[src/verilog/dacq_consts.vh]
// Constants for the digitizer acquisition and trigger controller
`ifndef DACQ_CONSTS_VH
`define DACQ_CONSTS_VH
// Register offsets
`define DACQ_REG_CTRL    4'h0
`define DACQ_REG_DIV     4'h1
`define DACQ_REG_TRIG    4'h2
`define DACQ_REG_PRECNT  4'h3
`define DACQ_REG_POSTCNT 4'h4
`define DACQ_REG_DELAY   4'h5
`define DACQ_REG_RTCNT   4'h6
`define DACQ_REG_CMD     4'h7
`define DACQ_REG_STATUS  4'h8
`define DACQ_REG_STORED  4'h9
// Control field positions
`define DACQ_CTRL_TB_LSB   0
`define DACQ_CTRL_CH0EN    2
`define DACQ_CTRL_CH1EN    3
`define DACQ_CTRL_RANGE    4
`define DACQ_CTRL_PINGPONG 5
`define DACQ_CTRL_MODE_LSB 6
`define DACQ_CTRL_IGNEARLY 8
`define DACQ_CTRL_RETRIG   9
// Trigger field positions
`define DACQ_TRG_SRC_LSB 0
`define DACQ_TRG_ANCH    2
`define DACQ_TRG_NEGSLP  3
`define DACQ_TRG_EXTFALL 4
`define DACQ_TRG_LVL_LSB 8
// Timebase codes
`define DACQ_TB_INT  2'h0
`define DACQ_TB_EXT  2'h1
`define DACQ_TB_SYNC 2'h2
// Trigger sources
`define DACQ_SRC_SW   2'h0
`define DACQ_SRC_ANA  2'h1
`define DACQ_SRC_EXT  2'h2
`define DACQ_SRC_SYNC 2'h3
// Trigger modes
`define DACQ_MODE_POST  2'h0
`define DACQ_MODE_PRE   2'h1
`define DACQ_MODE_MID   2'h2
`define DACQ_MODE_DELAY 2'h3
// Reset values
`define DACQ_DIV_RST   24'h000001
`define DACQ_LVL_ZERO  8'h80
`define DACQ_DELAY_RST 32'h00000001
`endif

[src/verilog/dacq_acq_trigger_ctrl.v]
// Acquisition, sample clock and trigger controller for a two-channel digitizer
`timescale 1ns/100ps
`include "dacq_consts.vh"
module dacq_acq_trigger_ctrl #(
   parameter DIVW = 24,
   parameter CNTW = 32,
   parameter ADCW = 14
) (
   // Clock and reset
   input wire clk,
   input wire reset_n,
   // Register port
   input wire [3:0] regAddr,
   input wire [31:0] regWrData,
   input wire regWr,
   input wire regRd,
   output reg [31:0] regRdData,
   // Timebase ticks, one-cycle pulses per timebase period
   input wire tbIntTick,
   input wire tbExtTick,
   input wire tbSyncTick,
   // Converter data, valid on sample strobe
   input wire [ADCW-1:0] firstInputChannelData,
   input wire [ADCW-1:0] secondInputChannelData,
   // External triggers
   input wire triggerConnectorPin,
   input wire boardSyncInterfaceTrig,
   // Converter clocks and front end
   output reg adcClkFirst,
   output reg adcClkSecond,
   output reg rangeOneVolt,
   output reg timebaseExtSel,
   // Storage side
   output reg storeFirst,
   output reg storeSecond,
   output reg [ADCW-1:0] storeFirstData,
   output reg [ADCW-1:0] storeSecondData,
   output reg trigEvent,
   output reg acqDone
);

   localparam ST_IDLE = 5'h01;
   localparam ST_PRE = 5'h02;
   localparam ST_WAIT = 5'h04;
   localparam ST_DELAY = 5'h08;
   localparam ST_POST = 5'h10;

   // ------------------------------------------------------------
   // Registers
   // ------------------------------------------------------------
   reg [9:0] ctrl_r;
   reg [DIVW-1:0] div_r;
   reg [15:0] trig_r;
   reg [CNTW-1:0] preCnt_r;
   reg [CNTW-1:0] postCnt_r;
   reg [CNTW-1:0] delay_r;
   reg [15:0] rtCnt_r;
   reg [DIVW-1:0] divCnt_r;
   reg sampleTick_r;
   reg pingSel_r;
   reg [4:0] state_r;
   reg [CNTW-1:0] cnt_r;
   reg [CNTW-1:0] preHave_r;
   reg [15:0] recLeft_r;
   reg [CNTW-1:0] stored_r;
   reg swPend_r;
   reg extPrev_r;
   reg syncPrev_r;
   reg [7:0] prevSample_r;
   reg prevValid_r;
   reg done_r;

   wire [1:0] tbSel = ctrl_r[`DACQ_CTRL_TB_LSB+1:`DACQ_CTRL_TB_LSB];
   wire [1:0] mode = ctrl_r[`DACQ_CTRL_MODE_LSB+1:`DACQ_CTRL_MODE_LSB];
   wire pingPong = ctrl_r[`DACQ_CTRL_PINGPONG];
   wire ignEarly = ctrl_r[`DACQ_CTRL_IGNEARLY];
   wire reTrig = ctrl_r[`DACQ_CTRL_RETRIG];
   wire [1:0] trgSrc = trig_r[`DACQ_TRG_SRC_LSB+1:`DACQ_TRG_SRC_LSB];
   wire [7:0] level = trig_r[`DACQ_TRG_LVL_LSB+7:`DACQ_TRG_LVL_LSB];
   wire cmdWr = regWr && (regAddr == `DACQ_REG_CMD);
   wire startCmd = cmdWr && regWrData[0];
   wire abortCmd = cmdWr && regWrData[1];

   // ------------------------------------------------------------
   // Register write and read port
   // ------------------------------------------------------------
   // Configuration writes
   always @(posedge clk) begin
      if (!reset_n) begin
         ctrl_r <= 10'h00C;
         div_r <= `DACQ_DIV_RST;
         trig_r <= {`DACQ_LVL_ZERO, 8'h00};
         preCnt_r <= 32'h00000001;
         postCnt_r <= 32'h00000001;
         delay_r <= `DACQ_DELAY_RST;
         rtCnt_r <= 16'h0001;
      end else if (regWr) begin
         case (regAddr)
            `DACQ_REG_CTRL: ctrl_r <= regWrData[9:0];
            `DACQ_REG_DIV: div_r <= (regWrData[DIVW-1:0] == 0) ?
               `DACQ_DIV_RST : regWrData[DIVW-1:0];
            `DACQ_REG_TRIG: trig_r <= regWrData[15:0];
            `DACQ_REG_PRECNT: preCnt_r <= regWrData;
            `DACQ_REG_POSTCNT: postCnt_r <= regWrData;
            `DACQ_REG_DELAY: delay_r <= (regWrData == 0) ?
               `DACQ_DELAY_RST : regWrData;
            `DACQ_REG_RTCNT: rtCnt_r <= regWrData[15:0];
            default: ;
         endcase
      end
   end

   // Read data, one cycle after strobe; unmapped reads zero
   always @(posedge clk) begin
      if (!reset_n) begin
         regRdData <= 32'h00000000;
      end else if (regRd) begin
         case (regAddr)
            `DACQ_REG_CTRL: regRdData <= {22'h000000, ctrl_r};
            `DACQ_REG_DIV: regRdData <= {8'h00, div_r};
            `DACQ_REG_TRIG: regRdData <= {16'h0000, trig_r};
            `DACQ_REG_PRECNT: regRdData <= preCnt_r;
            `DACQ_REG_POSTCNT: regRdData <= postCnt_r;
            `DACQ_REG_DELAY: regRdData <= delay_r;
            `DACQ_REG_RTCNT: regRdData <= {16'h0000, rtCnt_r};
            `DACQ_REG_STATUS: regRdData <= {26'h0000000, state_r, done_r};
            `DACQ_REG_STORED: regRdData <= stored_r;
            default: regRdData <= 32'h00000000;
         endcase
      end else begin
         regRdData <= 32'h00000000;
      end
   end

   // ------------------------------------------------------------
   // Timebase select and sample clock divider
   // ------------------------------------------------------------
   // timebase multiplexer
   wire tbTick = (tbSel == `DACQ_TB_EXT) ? tbExtTick :
      (tbSel == `DACQ_TB_SYNC) ? tbSyncTick : tbIntTick;

   always @(posedge clk) begin
      if (!reset_n) begin
         divCnt_r <= {DIVW{1'b0}};
         sampleTick_r <= 1'b0;
      end else begin
         sampleTick_r <= 1'b0;
         if (tbTick) begin
            if (divCnt_r + 24'h000001 >= div_r) begin
               divCnt_r <= {DIVW{1'b0}};
               sampleTick_r <= 1'b1;
            end else begin
               divCnt_r <= divCnt_r + 24'h000001;
            end
         end
      end
   end

   // ------------------------------------------------------------
   // Converter clocking, dual or ping-pong
   // ------------------------------------------------------------
   // alternate converters in ping-pong
   always @(posedge clk) begin
      if (!reset_n) begin
         adcClkFirst <= 1'b0;
         adcClkSecond <= 1'b0;
         pingSel_r <= 1'b0;
         rangeOneVolt <= 1'b0;
         timebaseExtSel <= 1'b0;
      end else begin
         rangeOneVolt <= ctrl_r[`DACQ_CTRL_RANGE];
         // external source kept for the sine input path
         timebaseExtSel <= (tbSel == `DACQ_TB_EXT);
         if (pingPong) begin
            adcClkFirst <= sampleTick_r && !pingSel_r;
            adcClkSecond <= sampleTick_r && pingSel_r;
            if (sampleTick_r)
               pingSel_r <= !pingSel_r;
         end else begin
            adcClkFirst <= sampleTick_r;
            adcClkSecond <= sampleTick_r;
            pingSel_r <= 1'b0;
         end
      end
   end

   // ------------------------------------------------------------
   // Trigger detection
   // ------------------------------------------------------------
   // analog trigger channel select
   wire [7:0] anaNow = trig_r[`DACQ_TRG_ANCH] ?
      secondInputChannelData[ADCW-1:ADCW-8] :
      firstInputChannelData[ADCW-1:ADCW-8];
   // offset binary code compares directly with sample
   wire nowAbove = anaNow > level;
   wire nowBelow = anaNow < level;
   wire wasAbove = prevSample_r > level;
   wire wasBelow = prevSample_r < level;
   wire posHit = prevValid_r && wasBelow && nowAbove;
   wire negHit = prevValid_r && wasAbove && nowBelow;
   wire anaHit = sampleTick_r &&
      (trig_r[`DACQ_TRG_NEGSLP] ? negHit : posHit);
   wire extHit = trig_r[`DACQ_TRG_EXTFALL] ?
      (extPrev_r && !triggerConnectorPin) :
      (!extPrev_r && triggerConnectorPin);
   wire syncHit = !syncPrev_r && boardSyncInterfaceTrig;
   reg trigRaw;
   always @* begin
      case (trgSrc)
         `DACQ_SRC_SW: trigRaw = swPend_r;
         `DACQ_SRC_ANA: trigRaw = anaHit;
         `DACQ_SRC_EXT: trigRaw = extHit;
         `DACQ_SRC_SYNC: trigRaw = syncHit;
         default: trigRaw = 1'b0;
      endcase
   end

   // Edge history and analog sample history
   always @(posedge clk) begin
      if (!reset_n) begin
         extPrev_r <= 1'b0;
         syncPrev_r <= 1'b0;
         prevSample_r <= `DACQ_LVL_ZERO;
         prevValid_r <= 1'b0;
      end else begin
         extPrev_r <= triggerConnectorPin;
         syncPrev_r <= boardSyncInterfaceTrig;
         if (state_r == ST_IDLE) begin
            prevValid_r <= 1'b0;
         end else if (sampleTick_r) begin
            prevSample_r <= anaNow;
            prevValid_r <= 1'b1;
         end
      end
   end

   // ------------------------------------------------------------
   // Acquisition sequencer
   // ------------------------------------------------------------
   wire preFull = preHave_r >= preCnt_r;
   wire inPreMode = (mode == `DACQ_MODE_PRE) || (mode == `DACQ_MODE_MID);
   // early trigger ignored when option set
   wire trigOk = trigRaw && (preFull || !ignEarly);
   wire storing = sampleTick_r &&
      ((state_r == ST_PRE) || (state_r == ST_POST));

   always @(posedge clk) begin
      if (!reset_n) begin
         state_r <= ST_IDLE;
         cnt_r <= {CNTW{1'b0}};
         preHave_r <= {CNTW{1'b0}};
         recLeft_r <= 16'h0000;
         stored_r <= {CNTW{1'b0}};
         swPend_r <= 1'b0;
         done_r <= 1'b0;
         trigEvent <= 1'b0;
         acqDone <= 1'b0;
      end else begin
         trigEvent <= 1'b0;
         acqDone <= done_r;
         if (storing)
            stored_r <= stored_r + 32'h00000001;
         case (state_r)
            ST_IDLE: begin
               swPend_r <= 1'b0;
               if (startCmd) begin
                  // Done clears on start; set wins elsewhere
                  done_r <= 1'b0;
                  stored_r <= {CNTW{1'b0}};
                  preHave_r <= {CNTW{1'b0}};
                  recLeft_r <= (rtCnt_r == 0 || !reTrig) ?
                     16'h0001 : rtCnt_r;
                  swPend_r <= 1'b1;
                  state_r <= inPreMode ? ST_PRE : ST_WAIT;
               end
            end
            ST_PRE: begin
               // acquire until trigger, ring keeps latest
               if (sampleTick_r && !preFull)
                  preHave_r <= preHave_r + 32'h00000001;
               swPend_r <= 1'b0;
               if (trigOk) begin
                  trigEvent <= 1'b1;
                  if (mode == `DACQ_MODE_MID) begin
                     cnt_r <= postCnt_r;
                     state_r <= ST_POST;
                  end else begin
                     done_r <= 1'b1;
                     state_r <= ST_IDLE;
                  end
               end
            end
            ST_WAIT: begin
               swPend_r <= 1'b0;
               if (trigRaw) begin
                  trigEvent <= 1'b1;
                  if (mode == `DACQ_MODE_DELAY) begin
                     cnt_r <= delay_r;
                     state_r <= ST_DELAY;
                  end else begin
                     cnt_r <= postCnt_r;
                     state_r <= ST_POST;
                  end
               end
            end
            ST_DELAY: begin
               if (tbTick) begin
                  if (cnt_r <= 32'h00000001) begin
                     cnt_r <= postCnt_r;
                     state_r <= ST_POST;
                  end else begin
                     cnt_r <= cnt_r - 32'h00000001;
                  end
               end
            end
            ST_POST: begin
               if (sampleTick_r) begin
                  if (cnt_r <= 32'h00000001) begin
                     if (recLeft_r > 16'h0001 && !inPreMode) begin
                        recLeft_r <= recLeft_r - 16'h0001;
                        state_r <= ST_WAIT;
                     end else begin
                        done_r <= 1'b1;
                        state_r <= ST_IDLE;
                     end
                  end else begin
                     cnt_r <= cnt_r - 32'h00000001;
                  end
               end
            end
            default: state_r <= ST_IDLE;
         endcase
         if (abortCmd)
            state_r <= ST_IDLE;
      end
   end

   // ------------------------------------------------------------
   // Storage strobes
   // ------------------------------------------------------------
   // per-channel enables gate storage
   always @(posedge clk) begin
      if (!reset_n) begin
         storeFirst <= 1'b0;
         storeSecond <= 1'b0;
         storeFirstData <= {ADCW{1'b0}};
         storeSecondData <= {ADCW{1'b0}};
      end else begin
         storeFirst <= storing && ctrl_r[`DACQ_CTRL_CH0EN];
         storeSecond <= storing && !pingPong &&
            ctrl_r[`DACQ_CTRL_CH1EN];
         storeFirstData <= (pingPong && pingSel_r) ?
            secondInputChannelData : firstInputChannelData;
         storeSecondData <= secondInputChannelData;
      end
   end

endmodule

[config.mk]
export PLATFORM = sky130hd
export DESIGN_NAME = dacq_acq_trigger_ctrl
export DESIGN_NICKNAME = d
export VERILOG_FILES = /design/src/verilog/dacq_acq_trigger_ctrl.v
export VERILOG_INCLUDE_DIRS = /design/src /design/src/verilog
export SDC_FILE = /design/constraint.sdc
export NUM_CORES = 1
export LEC_CHECK = 0
export BUFFER_PORTS_ARGS = -buffer_cell sky130_fd_sc_hd__buf_2
export CAP_MARGIN = 30
export CELL_PAD_IN_SITES_DETAIL_PLACEMENT = 0
export CELL_PAD_IN_SITES_GLOBAL_PLACEMENT = 1
export CORE_ASPECT_RATIO = 1.75
export CORE_MARGIN = 4
export CORE_UTILIZATION = 40
export DETAILED_ROUTE_END_ITERATION = 10
export GPL_TIMING_DRIVEN = 0
export PLACE_DENSITY = 0.73
export SYNTH_ARGS = -nofsm -noshare
export SYNTH_HDL_FRONTEND = slang
export SYNTH_SLANG_ARGS = --single-unit
[constraint.sdc]
create_clock -name clk -period 3.94 [get_ports clk]
set_clock_uncertainty 0.05 [all_clocks]
set_input_delay 0.197 -clock clk [delete_from_list [all_inputs] [get_ports clk]]
set_output_delay 0.197 -clock clk [all_outputs]
set_load 0.05 [all_outputs]
==> flow_summary.json, run 1 <==
{
  "crit_family": "compound AO/OA/AOI/OAI gates",
  "drv_slew": 0,
  "post-route-util": 0.4798,
  "vias": 19240,
  "synth.area.top_cells": "dfxtp_1 (41%), nand2_1 (9.6%), a21oi_1 (6.8%), ha_1 (5.3%), nor2_1 (3.5%)",
  "worst_pin_slew_ns": 1.028,
  "start_util": 0.4047,
  "crit_buf_inv": 3,
  "ys_seq_area_frac": 0.4060,
  "clockRootBuffer": "clkbuf_16",
  "diodes": 0,
  "maxSlewHeadroom": 0.3149,
  "period_needed_ns": 3.694,
  "syn_inst": 2376,
  "synth_top_area_cell": "dfxtp_1",
  "grt_overflow_total": 0,
  "drc": 0,
  "holdPathEnd": "delay_r[7]",
  "maxCapViolCount": 0,
  "gp_congestion": 1.004,
  "grt_util_all_layers": 0.3076,
  "drt-total-wl_um": 81970,
  "leakage_uw": 0.008210,
  "htree_levels": 2,
  "crit_chain": "and3_1 > nand4_1 > buf_4 > nor2_1 > xor2_1 > ha_1 > a21o_1 > a21o_1 > a211o_1 > o211ai_1 > a21oi_1 > o31ai_4 > buf_6 > clkbuf_4 > nand3_1 > a21oi_1",
  "finalSetupViolCount": 0,
  "synthArstFlopShare": 0,
  "finalCritPeriodShare": 0.9375,
  "vdd_drop_max_mv": 0.3010,
  "arrival_ns": 4.13,
  "reg2reg_from": "divCnt_r[0]",
  "area_growth_syn_to_layout_pct": 18.57,
  "fin_tns_setup_ns": 0,
  "yosysMostFrequentCell": "nand2_1",
  "hold_viol": 0,
  "die-area_um2": 51270,
  "numClockSinks": 386,
  "synth_edf_count": 0,
  "hp-class": "input port to flop",
  "core_area_um2": 47030,
  "worst_r2r_path_depth": 16,
  "wl_per_cell_um": 25.39,
  "cts.clk_slew.worst_paths_ns": 0.07,
  "critPathLaunchType": "flop",
  "power_uw": 8988,
  "hold_path_depth": 3,
  "clk_latency_ns": 0.56,
  "first_iter_violations": 2004,
  "via_per_inst": 5.961,
  "reg2reg_slack_ns": 0.25,
  "ys_seq_elements": 386,
  "io_pins": 141,
  "r2r-end": "divCnt_r[14]",
  "worstPathRequired_ns": 4.37,
  "rows": 105,
  "syn_area_um2": 19030,
  "syn_nets": 2530,
  "synth.top_cell.area_share": 0.4060,
  "slowest_delay_ns": 0.39,
  "status": "finished, final reports clean",
  "cts_max_path_buffers": 3,
  "end_kind": "flop",
  "antenna_found_initial": 0,
  "hold_start": "regWrData[7]",
  "power.density_nw_per_um2": 398.3,
  "crit_start": "divCnt_r[0]",
  "dp_hpwl_um": 63670,
  "worstPathMaxFanout": 10,
  "fmax_mhz": 270.7,
  "grt_pass1_wl_um": 119700,
  "synth_common_cells": "nand2_1 (485), dfxtp_1 (386), a21oi_1 (257), nor2_1 (177), clkbuf_1 (130)",
  "ant_nets": 0,
  "die_h_um": 296.6,
  "drive_gt1_frac": 0.1152,
  "synthFlopType": "dfxtp_1",
  "critPathKind": "flop to flop",
  "die_w_um": 172.9,
  "drtPass1Iterations": 6,
  "cts_buffers": 40,
  "grt_pass1_vias": 18640,
  "grt_setup_unrepaired": "no",
  "portBuffers": 128,
  "slowest_stage": "dfxtp_2",
  "yosys_warnings": 0,
  "synth.distinct_cells": 79,
  "fin_nets": 2763,
  "synth_area_per_cell_um2": 8.011,
  "grt_max_degree": 16,
  "cts_tree": "done"
}
-- cell families (layout without fill, tap and decap cells) --
| family | Yosys count | count (layout) | synth area share |
|---|---|---|---|
| compound gates | 598 | 598 | 0.2112 |
| flops | 386 | 386 | 0.4060 |
| mux | 19 | 19 | 0.01118 |
| buf+inv | 246 | 510 | 0.05331 |
| xor+xnor | 84 | 84 | 0.03865 |
| simple gates | 962 | 962 | 0.2264 |
| fa+ha+maj | 81 | 81 | 0.05325 |
-- state kept, by name (all words and copies together), names as in the netlist, 10 cells and up --
register         flops
rtCnt_r             16
preHave_r           32
div_r               24
divCnt_r            24
recLeft_r           16
delay_r             32
trig_r              16
cnt_r               32
regRdData           32
preCnt_r            32
storeSecondData     14
ctrl_r              10
postCnt_r           32
stored_r            32
storeFirstData      14
-- worst reg2reg max path, stage by stage, from the launching register on --
cell      delay, ns
dfxtp_2        0.39
and3_1         0.21
nand4_1        0.20
buf_4          0.23
nor2_1         0.13
xor2_1         0.31
ha_1           0.31
a21o_1         0.18
a21o_1         0.17
a211o_1        0.29
o211ai_1       0.08
a21oi_1        0.12
o31ai_4        0.30
buf_6          0.17
clkbuf_4       0.21
nand3_1        0.10
a21oi_1        0.17
-- placed cells by master, fill, tap and decap left out, types with 10 or more instances in the layout --
master         synthesis  layout
nand2_1              485     485
clkbuf_1             130     124
xnor2_1               22      20
and4_1                12      12
dfxtp_1              386     380
o21ai_0               38      37
a22oi_1               71      71
clkbuf_16              0      42
a22o_1                14      14
nor3_1                42      42
nand3_1               71      69
nor2_1               177     176
and2_1                29      28
a222oi_1              24      24
o31ai_1               32      31
a211oi_1              10      10
inv_1                 82      82
a21oi_1              257     257
clkbuf_8               0      13
xor2_1                62      62
a221oi_1              12      12
and3_1                24      23
buf_4                  5      15
o211ai_1              12      12
nor4_1                31      31
nand4_1               25      25
dlygate4sd3_1          0      54
a31oi_1               31      31
ha_1                  81      80
o311ai_1              28      28
buf_2                 16     144
mux2i_1               10      10
or3_1                 16      16
-- stage by stage --
step / worst slack (ns) / area [um2] / instances / hold slack [ns]
after CTS: 0.005460 / 22470 / 3223 / 0.01021
after global placement: -1.311 / 20410 / 3092 / 0.3671
after floorplan: 0.02856 / 19030 / 2376 / 0.2687
after global routing: 0.008938 / 22570 / 3228 / 0.03178
after detailed placement: -1.065 / 20460 / 3097 / 0.3645
final: 0.2461 / 22570 / 3228 / 0.04273
-- where the power goes --
group	internal, uW	switching [uW]
Sequential	3960	71.0
Clock	2400	1720
Combinational	251	589
Total	6610	2380
-- how the worst max path moves through the flow --
stage | cells after the start | to | slack, ns
CTS | 16 | divCnt_r[18] | 0.005
floorplan | 16 | divCnt_r[13] | 0.03
detailed placement | 17 | divCnt_r[2] | -1.07
global placement | 16 | divCnt_r[5] | -1.31
finish | 16 | divCnt_r[14] | 0.25
global route | 16 | divCnt_r[3] | 0.009
-- layout make-up --
cell class                      instances  area [um2]
Inverter                               85       319.1
Buffer                                157       693.2
Clock inverter                         16       186.4
Clock buffer                           57        1237
Fill cell                            4680       24460
Tap cell                              588       735.7
Sequential cell                       386        7735
Multi-Input combinational cell       1744       10350
Timing Repair Buffer                  195        1306
-- timing repair --
action	4_1_cts	5_1_grt
hold buffers	54	0
hold endpoints to repair	125	0
buffers inserted	2	6
endpoints found under the setup margin	57	54
gates resized for setup	16	15
pin swaps	2	6
-- metal layers --
metal  vias up  GRT usage  share of wire
met3       247    0.04107          0.062
met4         0     0.2130          0.085
met2       896     0.5528           0.49
li1       8929          -              -
met5         -          0              0
met1      9170     0.3366           0.36
No activity file was read; power rests on OpenSTA's default activity.
==> run 2: changes to the inputs <==
--- a/config.mk
+++ b/config.mk
@@ -16,6 +16,8 @@
 export DETAILED_ROUTE_END_ITERATION = 10
 export GPL_TIMING_DRIVEN = 0
 export PLACE_DENSITY = 0.73
+export SETUP_SLACK_MARGIN = 0.4
+export SLEW_MARGIN = 20
 export SYNTH_ARGS = -nofsm -noshare
 export SYNTH_HDL_FRONTEND = slang
 export SYNTH_SLANG_ARGS = --single-unit
==> run 2 against run 1 <==
Against the previous run:
- power decreased by 1.3%
- count of clock-buffer cells in the layout fell by 1
- sequential power is essentially flat
- clock power shrank 6.1%
- global-route usage grew 0.32 points
- maximum frequency rose by 0.91%
- sequential cell count unchanged
- final cell count is 0.62% higher
- highest routed layer is now met5
==> flow_summary.json, run 2 (synthesized netlist as in run 1, its figures left out) <==
{
  "status": "finished, final reports clean",
  "antenna_found_initial": 1,
  "drt-total-wl_um": 83600,
  "cts.clk_slew.worst_paths_ns": 0.07,
  "critPathLaunchType": "flop",
  "clockRootBuffer": "clkbuf_16",
  "dp_slack_ns": -0.4317,
  "die_w_um": 172.9,
  "crit_buf_inv": 5,
  "worstPathRequired_ns": 4.36,
  "crit_family": "simple AND/OR/NAND/NOR gates",
  "ant_nets": 0,
  "arrival_ns": 4.08,
  "fin_hold_ws_ns": 0.02308,
  "vias": 19460,
  "via_per_inst": 5.990,
  "grt_pass1_vias": 18740,
  "portBuffers": 128,
  "grt_pass1_wl_um": 120600,
  "slowest_stage": "or3_1",
  "finalCritPeriodShare": 0.9291,
  "worst_pin_slew_ns": 0.9740,
  "diodes": 0,
  "first_iter_violations": 1659,
  "crit_chain": "and3_4 > nand4_1 > nor4_4 > buf_4 > and3_1 > xor2_2 > ha_1 > nand4_1 > or3_1 > a21oi_2 > o31ai_4 > buf_6 > buf_4 > buf_6 > buf_4 > nor3_1",
  "cts_buffers": 40,
  "hp-class": "input port to flop",
  "slowest_delay_ns": 0.39,
  "io_pins": 141,
  "htree_levels": 2,
  "area_growth_syn_to_layout_pct": 20.75,
  "rows": 105,
  "most-common-layout-cells": "nand2_1 (483), dfxtp_1 (378), a21oi_1 (248)",
  "start_util": 0.4047,
  "grt_max_degree": 15,
  "post-route-util": 0.4886,
  "drv_slew": 0,
  "leakage_uw": 0.008338,
  "fin_tns_setup_ns": 0,
  "fmax_mhz": 273.2,
  "grt_setup_unrepaired": "yes",
  "maxCapViolCount": 0,
  "drc": 0,
  "wl_per_cell_um": 25.74,
  "fin_nets": 2786,
  "reg2reg_slack_ns": 0.28,
  "fillers": 4640,
  "maxSlewHeadroom": 0.3463,
  "final_common_cell": "nand2_1",
  "end_kind": "flop",
  "worstPathMaxFanout": 8,
  "vdd_drop_max_mv": 0.3120,
  "grt_util_all_layers": 0.3109,
  "power.density_nw_per_um2": 386.1,
  "crit_top_cell": "buf_4",
  "clk_latency_ns": 0.55,
  "drive_gt1_frac": 0.1361,
  "die-area_um2": 51270,
  "critPathKind": "flop to flop",
  "cts_max_path_buffers": 3,
  "cts_tree": "done",
  "layout_setup_ws_ns": 0.2794,
  "hold_viol": 0,
  "finalSetupViolCount": 0,
  "drtPass1Iterations": 6,
  "gp_congestion": 0.9762,
  "numClockSinks": 386,
  "die_h_um": 296.6,
  "dp_hpwl_um": 64110,
  "grt_overflow_total": 0,
  "core_area_um2": 47030,
  "period_needed_ns": 3.661
}
[run 2: changes by cell type in the layout (fill, tap and decap cells not counted), sizes merged]
cell	previous run	this run
buf	169	187
bufinv	3	2
clkbuf	186	192
dlygate4sd3	54	52
inv	84	83
[run 2: path summary, 6_finish.rpt]
kind	startpoint	endpoint	depth (start not counted)
min	regWrData[10]	delay_r[10]	3
max reg2reg	divCnt_r[0]	sampleTick_r	16
min reg2reg	divCnt_r[11]	divCnt_r[11]	2
max	divCnt_r[0]	sampleTick_r	16
[run 2: timing repair]
action / in CTS / in global routing
hold endpoints to repair: 101 / 2
resized for setup: 35 / 59
gates cloned: 1 / 2
setup buffers: 17 / 9
setup endpoints to repair: 77 / 79
hold buffers: 51 / 1
pin swaps: 13 / 40
[run 2: tightest hold or removal path, stage by stage]
cell	delay (ns)
buf_2	0.22
nand2_1	0.10
a21oi_1	0.06
[run 2: area by class of cell]
type	instances	area [um2]	share of cell area
Clock buffer	56	1162	0.05058
Timing Repair Buffer	214	1466	0.06381
Tap cell	588	735.7	0.03201
Multi-Input combinational cell	1744	10630	0.4624
Sequential cell	386	7745	0.3370
Inverter	85	319.1	0.01388
Buffer	161	792.0	0.03446
Clock inverter	14	133.9	0.005825
[run 2: through the flow]
| stage | cells | area, um2 | total power [uW] |
|---|---|---|---|
| 2_1_floorplan | 2376 | 19090 | 4563 |
| 3_3_place_gp | 3092 | 20470 | 4907 |
| 3_5_place_dp | 3095 | 20500 | 4915 |
| 4_1_cts | 3234 | 22610 | 8841 |
| 5_1_grt | 3248 | 22980 | 9126 |
| 6_report | 3248 | 22980 | 8873 |
[run 2: power breakdown]
group          switching [uW]  internal (uW)  total (uW)  leakage, uW
combinational             654            327         982      0.00458
clock                    1670           2190        3860     0.000631
sequential               68.3           3960        4030      0.00313
total                    2390           6480        8870      0.00834
[run 2: metal layers]
metal,GRT usage,wire [um],part of all wire,vias to the layer above
met5,0,13,0.00016,-
met1,0.3360,30060,0.36,9361
li1,-,-,-,8941
met3,0.04717,5204,0.062,266
met2,0.5591,40960,0.49,885
met4,0.2161,7365,0.088,2
==> run 3: changes to the inputs <==
--- a/config.mk
+++ b/config.mk
@@ -15,7 +15,7 @@
 export CORE_UTILIZATION = 40
 export DETAILED_ROUTE_END_ITERATION = 10
 export GPL_TIMING_DRIVEN = 0
-export PLACE_DENSITY = 0.73
+export PLACE_DENSITY = 0.7
 export SETUP_SLACK_MARGIN = 0.4
 export SLEW_MARGIN = 20
 export SYNTH_ARGS = -nofsm -noshare
==> constraint.sdc (replaced) <==
create_clock -name clk -period 4.4 [get_ports clk]
set_clock_uncertainty 0.05 [all_clocks]
set_input_delay 0.22 -clock clk [delete_from_list [all_inputs] [get_ports clk]]
set_output_delay 0.22 -clock clk [all_outputs]
set_load 0.05 [all_outputs]
==> run 3 against run 2 <==
Against the previous run:
- count of clock-buffer cells in the layout shrank 7
- via count shrank 1.1%
- sequential power shrank 10%
- final cell count fell by 0.52%
==> flow_summary.json, run 3 (synthesized netlist as in run 1, its figures left out) <==
{
  "drc": 0,
  "most-common-layout-cells": "nand2_1 (485), dfxtp_1 (383), a21oi_1 (257)",
  "first_iter_violations": 1784,
  "htree_levels": 2,
  "hold_viol": 0,
  "grt_pass1_wl_um": 122300,
  "start_util": 0.4047,
  "fmax_mhz": 265.3,
  "cts_max_path_buffers": 3,
  "worstPathRequired_ns": 4.81,
  "worstPathMaxFanout": 10,
  "die_h_um": 296.6,
  "leakage_uw": 0.008209,
  "numClockSinks": 386,
  "reg2reg_slack_ns": 0.63,
  "cts_buffers": 40,
  "antenna_found_initial": 0,
  "drive_gt1_frac": 0.1139,
  "finalSetupViolCount": 0,
  "drtPass1Iterations": 6,
  "die_w_um": 172.9,
  "clockRootBuffer": "clkbuf_16",
  "grt_overflow_total": 0,
  "drt-total-wl_um": 84110,
  "clk_latency_ns": 0.57,
  "maxSlewHeadroom": 0.3136,
  "status": "finished, final reports clean",
  "power.density_nw_per_um2": 360.8,
  "via_per_inst": 5.953,
  "finalCritPeriodShare": 0.8567,
  "crit_start": "trig_r[2]",
  "core_area_um2": 47030,
  "grt_pass1_vias": 18850,
  "io_pins": 141,
  "place_inst": 3098,
  "rows": 105,
  "vdd_drop_max_mv": 0.2827,
  "dp_hpwl_um": 65580,
  "gp_congestion": 0.9859,
  "end_kind": "flop",
  "die-area_um2": 51270,
  "worst_pin_slew_ns": 1.030,
  "portBuffers": 128,
  "reg2reg_from": "trig_r[2]",
  "grt_util_all_layers": 0.3166,
  "critPathLaunchType": "flop",
  "fin_nets": 2766,
  "cts_tree": "done",
  "grt_max_degree": 17,
  "layout_setup_ws_ns": 0.6306,
  "grt_setup_unrepaired": "yes",
  "vias": 19230,
  "period_needed_ns": 3.769,
  "wl_per_cell_um": 26.03,
  "ant_nets": 0,
  "drv_slew": 0,
  "arrival_ns": 4.18,
  "final_common_cell": "nand2_1",
  "fillers": 4751,
  "finalNonFillerCells": 3231,
  "worst_r2r_path_depth": 13,
  "critPathKind": "flop to flop",
  "area_growth_syn_to_layout_pct": 18.46,
  "maxCapViolCount": 0,
  "crit_path_end": "cnt_r[30]",
  "hp-class": "input port to flop",
  "dp_slack_ns": -0.8134,
  "r2r-end": "cnt_r[30]",
  "cts.clk_slew.worst_paths_ns": 0.07
}
==> run 3: changes by cell type in the layout (fill, tap and decap cells not counted), moves of 5 or more <==
cell      previous run  this run
a21oi_1            248       257
a21oi_2              9         1
buf_4               28        14
buf_6               16         9
clkbuf_8            10         4
dfxtp_1            378       383
nand3_1             57        69
nand3_2              7         2
nand3_4              7         0
==> run 3: critical path, cell delays in order, from the launching register on <==
cell,delay (ns)
dfxtp_1,0.31
clkbuf_2,0.34
mux2_2,0.41
ha_1,0.31
nand3_1,0.10
o221ai_1,0.20
a21oi_1,0.11
o41a_1,0.40
nand3_1,0.19
nand3_2,0.29
or2_1,0.31
buf_4,0.15
buf_2,0.22
o31ai_1,0.27
==> run 3: how the worst min path moves through the flow <==
stage,startpoint,end,slack (ns),depth (start not counted)
2_1_floorplan,triggerConnectorPin,extPrev_r,0.29,1
3_3_place_gp,divCnt_r[11],divCnt_r[11],0.39,2
3_5_place_dp,secondInputChannelData[3],storeSecondData[3],0.39,2
4_1_cts,regWrData[8],div_r[8],0.0001,3
5_1_grt,regWrData[8],postCnt_r[8],0.01,3
6_report,regWrData[8],div_r[8],0.02,3
==> run 3: cell type report <==
type | instances | area [um2] | share of cell area
well taps | 588 | 735.7 | 0.03263
diodes | 1 | 2.502 | 0.0001110
plain buffers | 161 | 709.4 | 0.03147
flip-flops and latches | 386 | 7731 | 0.3429
clock inverters | 23 | 309.0 | 0.01371
repair buffers | 194 | 1282 | 0.05688
inverters | 85 | 319.1 | 0.01415
clock buffers | 49 | 1117 | 0.04956
multi-input cells | 1744 | 10340 | 0.4586
==> run 3: what timing repair did <==
| action | 4_1_cts | 5_1_grt |
|---|---|---|
| hold buffers | 51 | 0 |
| endpoints found under the setup margin | 56 | 55 |
| pin swaps | 2 | 3 |
| resized for setup | 18 | 3 |
| endpoints found under the hold margin | 98 | 0 |
| setup buffers | 2 | 6 |
==> run 3: stage by stage <==
stage	total power (uW)	hold WS, ns	cell area [um2]	util	TNS [ns]
6_report	8136	0.02284	22550	0.4794	0
5_1_grt	8380	0.01225	22540	0.4793	0
4_1_cts	8170	0.0001325	22470	0.4778	0
3_5_place_dp	4384	0.3912	20460	0.4350	-15.83
3_3_place_gp	4376	0.3894	20410	0.4339	-19.72
2_1_floorplan	4064	0.2917	19030	-	0
==> run 3: report_power, final <==
part / switching, uW / internal [uW]
registers: 64.4 / 3550
logic: 540 / 222
clock network: 1580 / 2180
total: 2180 / 5950
==> run 3: routing by layer <==
metal  vias up  track usage  part of all wire
met5         -            0                 0
met4         0       0.2071             0.081
met3       259      0.04679             0.058
met2       815       0.5770              0.50
met1      9239       0.3419              0.36
li1       8920            -                 -
